==> config.mk <==
export PLATFORM = sky130hd
export DESIGN_NAME = ppl_sensor_dev_flat
export DESIGN_NICKNAME = d
export VERILOG_FILES = /design/src/rtl/ppl_pkg.sv /design/src/rtl/ppl_link_if.sv /design/src/rtl/ppl_sensor_dev.sv /design/src/flat_wrapper.sv
export VERILOG_INCLUDE_DIRS = /design/src /design/src/rtl
export SDC_FILE = /design/constraint.sdc
export NUM_CORES = 1
export LEC_CHECK = 0
export ABC_CLOCK_PERIOD_IN_PS = 2940
export BUFFER_PORTS_ARGS = -buffer_cell sky130_fd_sc_hd__buf_2
export CAP_MARGIN = 10
export CORE_MARGIN = 5
export CORE_UTILIZATION = 41
export DETAILED_ROUTE_END_ITERATION = 16
export PLACE_DENSITY_LB_ADDON = 0.2
export SYNTH_ARGS = -nofsm -noshare
export SYNTH_HDL_FRONTEND = slang
export SYNTH_SLANG_ARGS = --single-unit
==> constraint.sdc <==
create_clock -name CORE_CLK_I -period 2.94 [get_ports CORE_CLK_I]
set_input_delay 0 -clock CORE_CLK_I [delete_from_list [all_inputs] [get_ports CORE_CLK_I]]
set_output_delay 0 -clock CORE_CLK_I [all_outputs]
set_load 0.02 [all_outputs]
==> src/rtl/ppl_consts.svh <==
// Constants for the parasite-power sensor link: command codes, timing and reset values.
`ifndef PPL_CONSTS_SVH
`define PPL_CONSTS_SVH

`define CMD_CONVERT 8'h44
`define CMD_COPY 8'h48
`define CMD_WRITE 8'h4e
`define CMD_READ 8'hbe
`define CMD_ALARM 8'hec

`define CLK_MHZ 125
`define CONV_MS 750
`define COPY_MS 10
`define SPU_US 10
`define CONV_CYC (`CONV_MS * 1000 * `CLK_MHZ)
`define COPY_CYC (`COPY_MS * 1000 * `CLK_MHZ)
`define SPU_CYC (`SPU_US * `CLK_MHZ)
`define RSP_WAIT_CYC 16

`define TEMP_RST 16'h0550
`define TH_RST 8'h7f
`define TL_RST 8'h80
`define CFG_RST 8'h60
`define CFG_RES_LO 5
`define CFG_RES_HI 6
`define DATA_TH_HI 23
`define DATA_TH_LO 16
`define DATA_TL_HI 15
`define DATA_TL_LO 8
`define DATA_CFG_HI 7
`define DATA_CFG_LO 0

`endif

==> src/rtl/ppl_pkg.sv <==
// Types and the shared conversion-time function of the parasite-power sensor link.
`default_nettype none
package ppl_pkg;
   typedef logic [7:0] cmd_t;
   typedef logic [63:0] rom_t;
   typedef logic [1:0] res_t;

   typedef enum logic [1:0] {
      D_IDLE = 2'b00,
      D_CONV = 2'b01,
      D_COPY = 2'b10
   } dev_state_t;

   typedef enum logic [1:0] {
      M_IDLE = 2'b00,
      M_SEND = 2'b01,
      M_HOLD = 2'b10,
      M_WAIT = 2'b11
   } mst_state_t;

   // Conversion time scales by half for each bit of resolution dropped.
   function automatic logic [31:0] conv_cycles(input logic [31:0] full, input res_t res);
      conv_cycles = full >> (2'd3 - res);
   endfunction
endpackage
`default_nettype wire

==> src/rtl/ppl_link_if.sv <==
// Command-level link between the bus master and the parasite-powered sensor.
`default_nettype none
interface ppl_link_if;
   import ppl_pkg::*;
   logic cmd_vld;
   cmd_t cmd_code;
   rom_t cmd_rom;
   logic [23:0] cmd_data;
   logic spu_en;
   logic rsp_vld;
   logic [63:0] rsp_data;

   modport master_mp (output cmd_vld, output cmd_code, output cmd_rom, output cmd_data, output spu_en,
                      input rsp_vld, input rsp_data);
   modport device_mp (input cmd_vld, input cmd_code, input cmd_rom, input cmd_data, input spu_en,
                      output rsp_vld, output rsp_data);
endinterface
`default_nettype wire

==> src/rtl/ppl_sensor_dev.sv <==
// Parasite-powered temperature sensor end of the link.
`include "ppl_consts.svh"
`default_nettype none

// Notes on behaviour
// Master turns on strong pullup within 10 us.
// Pullup held through conversion or 10 ms copy.
// No bus traffic while pullup is on.
// Device selected by its unique 64-bit code.
// 12-bit conversion finishes within 750 ms.
// Resolution selectable as 9 to 12 bits.
// Alarm search answered only when alarm set.
// One-byte alarm limits kept in nonvolatile store.
// Two-byte temperature register holds each result.
// Idle until convert command, then store, idle.
// Copy command alone commits limits and configuration.
// Pullup released only after full hold time.
module ppl_sensor_dev #(
   // Code that selects this device; the default value is arbitrary.
   parameter logic [63:0] ROM_ID = 64'h0123456789abcdef,
   parameter int unsigned CONV_CYC = `CONV_CYC,
   parameter int unsigned COPY_CYC = `COPY_CYC
) (
   input wire logic CORE_CLK_I,
   input wire logic NRST_I,
   ppl_link_if.device_mp LINK,
   input wire logic [15:0] SENSOR_I,
   output logic BUSY_O,
   output logic ALARM_O,
   output logic POWER_FAULT_O,
   output logic [15:0] TEMP_O
);
   import ppl_pkg::*;

   // ==========================================================
   // State
   dev_state_t state_r, state_nxt;
   logic [31:0] cnt_r, cnt_nxt;
   logic [15:0] temp_r, temp_nxt;
   logic [7:0] th_r, th_nxt;
   logic [7:0] tl_r, tl_nxt;
   logic [7:0] cfg_r, cfg_nxt;
   // Nonvolatile copies of the limits and the configuration.
   logic [7:0] ee_th_r, ee_th_nxt;
   logic [7:0] ee_tl_r, ee_tl_nxt;
   logic [7:0] ee_cfg_r, ee_cfg_nxt;
   logic alarm_r, alarm_nxt;
   logic fault_r, fault_nxt;
   logic rsp_vld_r, rsp_vld_nxt;
   logic [63:0] rsp_data_r, rsp_data_nxt;

   // ==========================================================
   // Command decode
   logic selected;
   logic search_hit;
   res_t res;
   logic [15:0] sample;
   logic signed [7:0] whole;

   assign selected = LINK.cmd_vld && (LINK.cmd_rom == ROM_ID);
   // An alarm search carries no device code, so only the alarm flag decides whether to answer.
   assign search_hit = LINK.cmd_vld && (LINK.cmd_code == `CMD_ALARM) && alarm_r;
   assign res = cfg_r[`CFG_RES_HI:`CFG_RES_LO];

   always_comb begin
      sample = SENSOR_I;
      // Bits below the selected resolution read as zero.
      case (res)
         2'd0: sample[2:0] = 3'h0;
         2'd1: sample[1:0] = 2'h0;
         2'd2: sample[0] = 1'b0;
         default: sample = SENSOR_I;
      endcase
   end

   assign whole = sample[11:4];

   // ==========================================================
   // Limit test
   // Only the whole-degree byte of the result meets the one-byte signed limits.
   logic alarm_hit;

   assign alarm_hit = (whole > $signed(th_r)) || (whole < $signed(tl_r));

   // ==========================================================
   // Next state
   always_comb begin
      state_nxt = state_r;
      cnt_nxt = cnt_r;
      temp_nxt = temp_r;
      th_nxt = th_r;
      tl_nxt = tl_r;
      cfg_nxt = cfg_r;
      ee_th_nxt = ee_th_r;
      ee_tl_nxt = ee_tl_r;
      ee_cfg_nxt = ee_cfg_r;
      alarm_nxt = alarm_r;
      fault_nxt = fault_r;
      // Answers are one-cycle pulses.
      rsp_vld_nxt = 1'b0;
      rsp_data_nxt = rsp_data_r;
      case (state_r)
         D_IDLE: begin
            if (search_hit) begin
               rsp_vld_nxt = 1'b1;
               rsp_data_nxt = ROM_ID;
            end
            if (selected) begin
               // A power fault stays visible until the next command addressed to this device.
               fault_nxt = 1'b0;
               case (LINK.cmd_code)
                  `CMD_CONVERT: begin
                     state_nxt = D_CONV;
                     // Loaded one short so that the last powered cycle sees zero.
                     cnt_nxt = conv_cycles(CONV_CYC, res) - 32'd1;
                  end
                  `CMD_COPY: begin
                     state_nxt = D_COPY;
                     cnt_nxt = COPY_CYC - 32'd1;
                  end
                  `CMD_WRITE: begin
                     th_nxt = LINK.cmd_data[`DATA_TH_HI:`DATA_TH_LO];
                     tl_nxt = LINK.cmd_data[`DATA_TL_HI:`DATA_TL_LO];
                     cfg_nxt = LINK.cmd_data[`DATA_CFG_HI:`DATA_CFG_LO];
                  end
                  `CMD_READ: begin
                     // The answer is registered, so it follows the command by one cycle.
                     rsp_vld_nxt = 1'b1;
                     rsp_data_nxt = {24'h0, temp_r, th_r, tl_r, cfg_r};
                  end
                  default: begin
                     state_nxt = D_IDLE;
                  end
               endcase
            end
         end
         // Commands that arrive while busy are dropped without an answer.
         D_CONV, D_COPY: begin
            // Without the strong pullup the operation cannot be powered.
            if (!LINK.spu_en) begin
               fault_nxt = 1'b1;
               state_nxt = D_IDLE;
            end else if (cnt_r == 32'd0) begin
               state_nxt = D_IDLE;
               if (state_r == D_CONV) begin
                  temp_nxt = sample;
                  alarm_nxt = alarm_hit;
               end else begin
                  // The nonvolatile copies change only at the end of a fully powered copy.
                  ee_th_nxt = th_r;
                  ee_tl_nxt = tl_r;
                  ee_cfg_nxt = cfg_r;
               end
            end else begin
               cnt_nxt = cnt_r - 32'd1;
            end
         end
         default: begin
            state_nxt = D_IDLE;
         end
      endcase
   end

   // ==========================================================
   // Registers
   // The nonvolatile copies are plain registers, so a reset brings back their power-up values
   // rather than the last copied ones; no command recalls them into the scratchpad.
   always_ff @(posedge CORE_CLK_I or negedge NRST_I) begin
      if (!NRST_I) begin
         state_r <= D_IDLE;
         cnt_r <= 32'h0;
         temp_r <= `TEMP_RST;
         th_r <= `TH_RST;
         tl_r <= `TL_RST;
         cfg_r <= `CFG_RST;
         ee_th_r <= `TH_RST;
         ee_tl_r <= `TL_RST;
         ee_cfg_r <= `CFG_RST;
         alarm_r <= 1'b0;
         fault_r <= 1'b0;
         rsp_vld_r <= 1'b0;
         rsp_data_r <= 64'h0;
      end else begin
         state_r <= state_nxt;
         cnt_r <= cnt_nxt;
         temp_r <= temp_nxt;
         th_r <= th_nxt;
         tl_r <= tl_nxt;
         cfg_r <= cfg_nxt;
         ee_th_r <= ee_th_nxt;
         ee_tl_r <= ee_tl_nxt;
         ee_cfg_r <= ee_cfg_nxt;
         alarm_r <= alarm_nxt;
         fault_r <= fault_nxt;
         rsp_vld_r <= rsp_vld_nxt;
         rsp_data_r <= rsp_data_nxt;
      end
   end

   // ==========================================================
   // Outputs
   assign LINK.rsp_vld = rsp_vld_r;
   assign LINK.rsp_data = rsp_data_r;
   // Busy covers both long operations, so a master may watch it instead of counting.
   assign BUSY_O = (state_r != D_IDLE);
   assign ALARM_O = alarm_r;
   assign POWER_FAULT_O = fault_r;
   assign TEMP_O = temp_r;
endmodule // ppl_sensor_dev
`default_nettype wire

==> src/flat_wrapper.sv <==
// flat-port wrapper written by rule: the top's interface ports become plain ports
module ppl_sensor_dev_flat import ppl_pkg::*;
#(
                                                                    
   parameter logic [63:0] ROM_ID = 64'h0123456789abcdef,
   parameter int unsigned CONV_CYC = `CONV_CYC,
   parameter int unsigned COPY_CYC = `COPY_CYC
)
  (CORE_CLK_I, NRST_I, SENSOR_I, BUSY_O, ALARM_O, POWER_FAULT_O, TEMP_O, LINK_cmd_vld, LINK_cmd_code, LINK_cmd_rom, LINK_cmd_data, LINK_spu_en, LINK_rsp_vld, LINK_rsp_data);
  ppl_link_if LINK_i ();
  input wire logic CORE_CLK_I;
  input wire logic NRST_I;
  input wire logic [15:0] SENSOR_I;
  output logic BUSY_O;
  output logic ALARM_O;
  output logic POWER_FAULT_O;
  output logic [15:0] TEMP_O;
  input wire logic [$bits(LINK_i.cmd_vld)-1:0] LINK_cmd_vld;
  input wire logic [$bits(LINK_i.cmd_code)-1:0] LINK_cmd_code;
  input wire logic [$bits(LINK_i.cmd_rom)-1:0] LINK_cmd_rom;
  input wire logic [$bits(LINK_i.cmd_data)-1:0] LINK_cmd_data;
  input wire logic [$bits(LINK_i.spu_en)-1:0] LINK_spu_en;
  output wire logic [$bits(LINK_i.rsp_vld)-1:0] LINK_rsp_vld;
  output wire logic [$bits(LINK_i.rsp_data)-1:0] LINK_rsp_data;
  assign LINK_i.cmd_vld = LINK_cmd_vld;
  assign LINK_i.cmd_code = LINK_cmd_code;
  assign LINK_i.cmd_rom = LINK_cmd_rom;
  assign LINK_i.cmd_data = LINK_cmd_data;
  assign LINK_i.spu_en = LINK_spu_en;
  assign LINK_rsp_vld = LINK_i.rsp_vld;
  assign LINK_rsp_data = LINK_i.rsp_data;
  ppl_sensor_dev #(.ROM_ID(ROM_ID), .CONV_CYC(CONV_CYC), .COPY_CYC(COPY_CYC)) u_core (.CORE_CLK_I(CORE_CLK_I), .NRST_I(NRST_I), .LINK(LINK_i), .SENSOR_I(SENSOR_I), .BUSY_O(BUSY_O), .ALARM_O(ALARM_O), .POWER_FAULT_O(POWER_FAULT_O), .TEMP_O(TEMP_O));
endmodule
==> reports/metrics.json <==
{
  "status": {
    "run_status": "finished clean"
  },
  "global_route": {
    "globalRouteOverflowTotal": 0,
    "first_global_vias": 7097,
    "grtUsageTotal_pct": 21.78,
    "grt_antenna_before_repair": 0,
    "wire_length_of_the_first_global_routing_pass_um": 37970,
    "grt_start_max_net_pins": 75
  },
  "clock_network": {
    "clk-insertion-delay-late_ns": 0.42,
    "h-tree-depth": 4,
    "cts_tree": "done",
    "clk_pin_slew_worst_paths_ns": 0.07,
    "cts_buffers": 17,
    "clock_tree.root_cell": "clkbuf_16",
    "cts_buffer_depth": 2,
    "num_clock_sinks": 141
  },
  "logic_synthesis": {
    "post_synth_instance_area_um2": 7486,
    "synthTopCellsByArea": "dfrtp_1 (42%), mux2_2 (5.7%), dfstp_2 (4.9%)",
    "postSynthNetCount": 906,
    "synthDistinctLibCells": 72,
    "yosys_warnings": 0,
    "synth_ff_type": "dfrtp_1",
    "synth-edff-count": 0,
    "syn_avg_cell_area_um2": 9.811,
    "register_bit_total_from_synthesis": 141,
    "netlist_instances": 763,
    "synth_top_cell_area_share_pct": 42.45,
    "ys_async_sr_fraction_pct": 100.0,
    "synth_most_common_cell": "dfrtp_1",
    "synth_seq_area_share_pct": 47.37,
    "synth.cells.most_frequent": "dfrtp_1 (127), nor2_1 (69), nand2_1 (49)",
    "synth_top_cell_by_area": "dfrtp_1"
  },
  "worst_hold_path": {
    "hold_path_startpoint": "LINK_cmd_code[3]",
    "hold_path_class": "in -> reg"
  },
  "floorplanning": {
    "die_height_um": 145.1,
    "die_area_um2": 21060,
    "fp-row-count": 49,
    "die_width_um": 145.1,
    "floorplan.initialDensity_pct": 41.67,
    "core-area_um2": 17960,
    "ioPinCount": 200
  },
  "drt": {
    "final_antenna_net_count": 0,
    "drt_iter0_drc": 377,
    "wl_per_cell_um": 18.36,
    "routed_via_density": 5.558,
    "drt-pass1-iter-count": 4,
    "detailroute.via_count": 6992,
    "drt_wl_total_um": 23100,
    "drc": 0
  },
  "worst_setup_path": {
    "worst_setup_path_startpoint": "u_core.cnt_r[0]$_DFFE_PN0P_",
    "crit_path_start_kind": "register",
    "worstSetupPathType": "reg -> reg",
    "timing.critical_path.required_ns": 3.24,
    "end_kind": "register",
    "worstPathMaxFanout": 6,
    "r2r_start": "u_core.cnt_r[0]$_DFFE_PN0P_",
    "worst_ep_arrival_time_ns": 3.10
  },
  "sta": {
    "finalHoldWorstSlack_ns": 0.08399,
    "timing.final.max_slew_violations": 0,
    "final.setup_skew_ns": 0.01407,
    "tightestPinTransition_ns": 0.6989,
    "fin_crit_sh_pct": 95.14,
    "worst_slew_margin_rel_pct": 53.26,
    "grt_setup_unrepaired": "no",
    "timing_hold_violations_final": 0,
    "timing.fmax_mhz": 357.5,
    "period_minus_slack_ns": 2.797,
    "setup_viol_count_final": 0
  },
  "pwr": {
    "power.density_nw_per_um2": 434.8,
    "p_leak_nw": 4.757,
    "ir_drop_uv": 458.2,
    "p_total_mw": 4.330
  },
  "finish": {
    "area_growth_pct": 33.04,
    "finalCoreUtilization_pct": 55.44,
    "stdcell_area_um2": 9960,
    "antenna_cells_inserted": 0,
    "post_route_cells_drive_above_1_share_pct": 33.43,
    "filler_cell_count": 1616,
    "final_nets": 1159
  },
  "placement": {
    "post_dp_cell_area_um2": 8899,
    "place.gp.congestion": 0.8824,
    "placement.io_buffers": 199,
    "place_hpwl_um": 16670
  },
  "run": {
    "cap_violations": 0
  }
}
## layout make-up
class                      count  area (µm²)  area share, %
inverter                      32       120.1          1.206
clock inverter                14       147.6          1.482
multi-input combinational    548        3672          36.87
timing repair buffer         276        1748          17.55
tap                          229       286.5          2.877
clock buffer                  18       439.2          4.410
sequential                   141        3546          35.60
## flip-flops by register name, indices dropped and copies added, names as in the netlist
name,flops
u_core.ALARM_O,1
u_core.LINK.rsp_data,64
u_core.LINK.rsp_vld,1
u_core.POWER_FAULT_O,1
u_core.TEMP_O,16
u_core.cfg_r,8
u_core.cnt_r,32
u_core.state_r,2
u_core.th_r,8
u_core.tl_r,8
## layout by cell type (no fill, tap or decap), types with 11 or more instances in the layout
cell	synthesis	routed
a21oi_1	38	38
and2_1	21	21
buf_2	10	198
buf_4	1	30
clkbuf_16	0	17
dfrtp_1	127	127
dfstp_2	14	14
dlygate4sd3_1	0	42
ha_1	27	26
inv_1	31	31
mux2_2	38	38
nand2_1	49	48
nand3_1	28	28
nand4_1	18	18
nand4b_1	11	11
nor2_1	69	69
nor3_1	43	42
nor4_1	24	24
o21ai_0	28	27
o31ai_1	15	15
## critical path, cell delays in order (launching register included)
cell	delay [ns]
dfrtp_1	0.39
inv_1	0.10
ha_2	0.20
or3b_2	0.47
or4b_4	0.56
o21ai_4	0.21
and2_4	0.24
buf_4	0.14
nor3_1	0.04
a221o_1	0.35
## cell families after synthesis
group                    count (synthesis)  synth area share (%)
AO/OA/AOI/OAI                          138                 12.10
buffers and inverters                   74                 4.045
XOR/XNOR                                 3                0.3511
AND/OR/NAND/NOR                        340                 25.64
flip-flops                             141                 47.37
multiplexers                            40                 5.984
adder cells (fa/ha/maj)                 27                 4.513
## metal layers
| layer | up-vias | wire length [µm] | global-route usage, % | part of all wire (%) |
|---|---|---|---|---|
| li1 | 3336 | - | - | - |
| met3 | 30 | 1547 | 5.956 | 6.7 |
| met5 | - | 0 | 0 | 0 |
| met4 | 0 | 481 | 6.810 | 2.1 |
| met1 | 3417 | 10070 | 28.84 | 44 |
| met2 | 209 | 11000 | 34.94 | 48 |
## path summary, 6_finish.rpt
check,slack [ns],cells after the start,endpoint
max,0.14,9,u_core.cnt_r[19]$_DFFE_PN0P_
min,0.08,3,u_core.state_r[0]$_DFFE_PN0P_
max reg2reg,0.14,9,u_core.cnt_r[19]$_DFFE_PN0P_
min reg2reg,0.48,1,u_core.LINK.rsp_data[44]$_DFFE_PN0P_
max in group asynchronous,1.95,3,u_core.cfg_r[6]$_DFFE_PN1P_
min in group asynchronous,0.13,2,u_core.cnt_r[30]$_DFFE_PN0P_
## metrics by stage
stage | instances | TNS (ns) | setup slack, ns
2_1_floorplan | 763 | 0 | 0.2713
3_3_place_gp | 1181 | 0 | 0.04211
3_5_place_dp | 1181 | -0.04821 | -0.03651
4_1_cts | 1258 | 0 | 0.07428
5_1_grt | 1258 | 0 | 0.005531
6_report | 1258 | 0 | 0.1430
## power breakdown
part / leakage [nW] / total, mW / switching (mW) / internal [mW]
Clock: 0.291 / 2.15 / 0.928 / 1.22
Combinational: 2.66 / 0.236 / 0.112 / 0.124
Sequential: 1.80 / 1.94 / 0.000404 / 1.94
Total: 4.76 / 4.33 / 1.04 / 3.29
## timing repair
| item | 4_1_cts | 5_1_grt |
|---|---|---|
| gates resized for setup | 0 | 4 |
| pin swaps | 1 | 6 |
| setup buffers | 3 | 0 |
| hold buffers | 42 | 0 |
| setup endpoints to repair | 1 | 8 |
| endpoints found under the hold margin | 96 | 0 |
No activity file was read; power rests on OpenSTA's default activity.
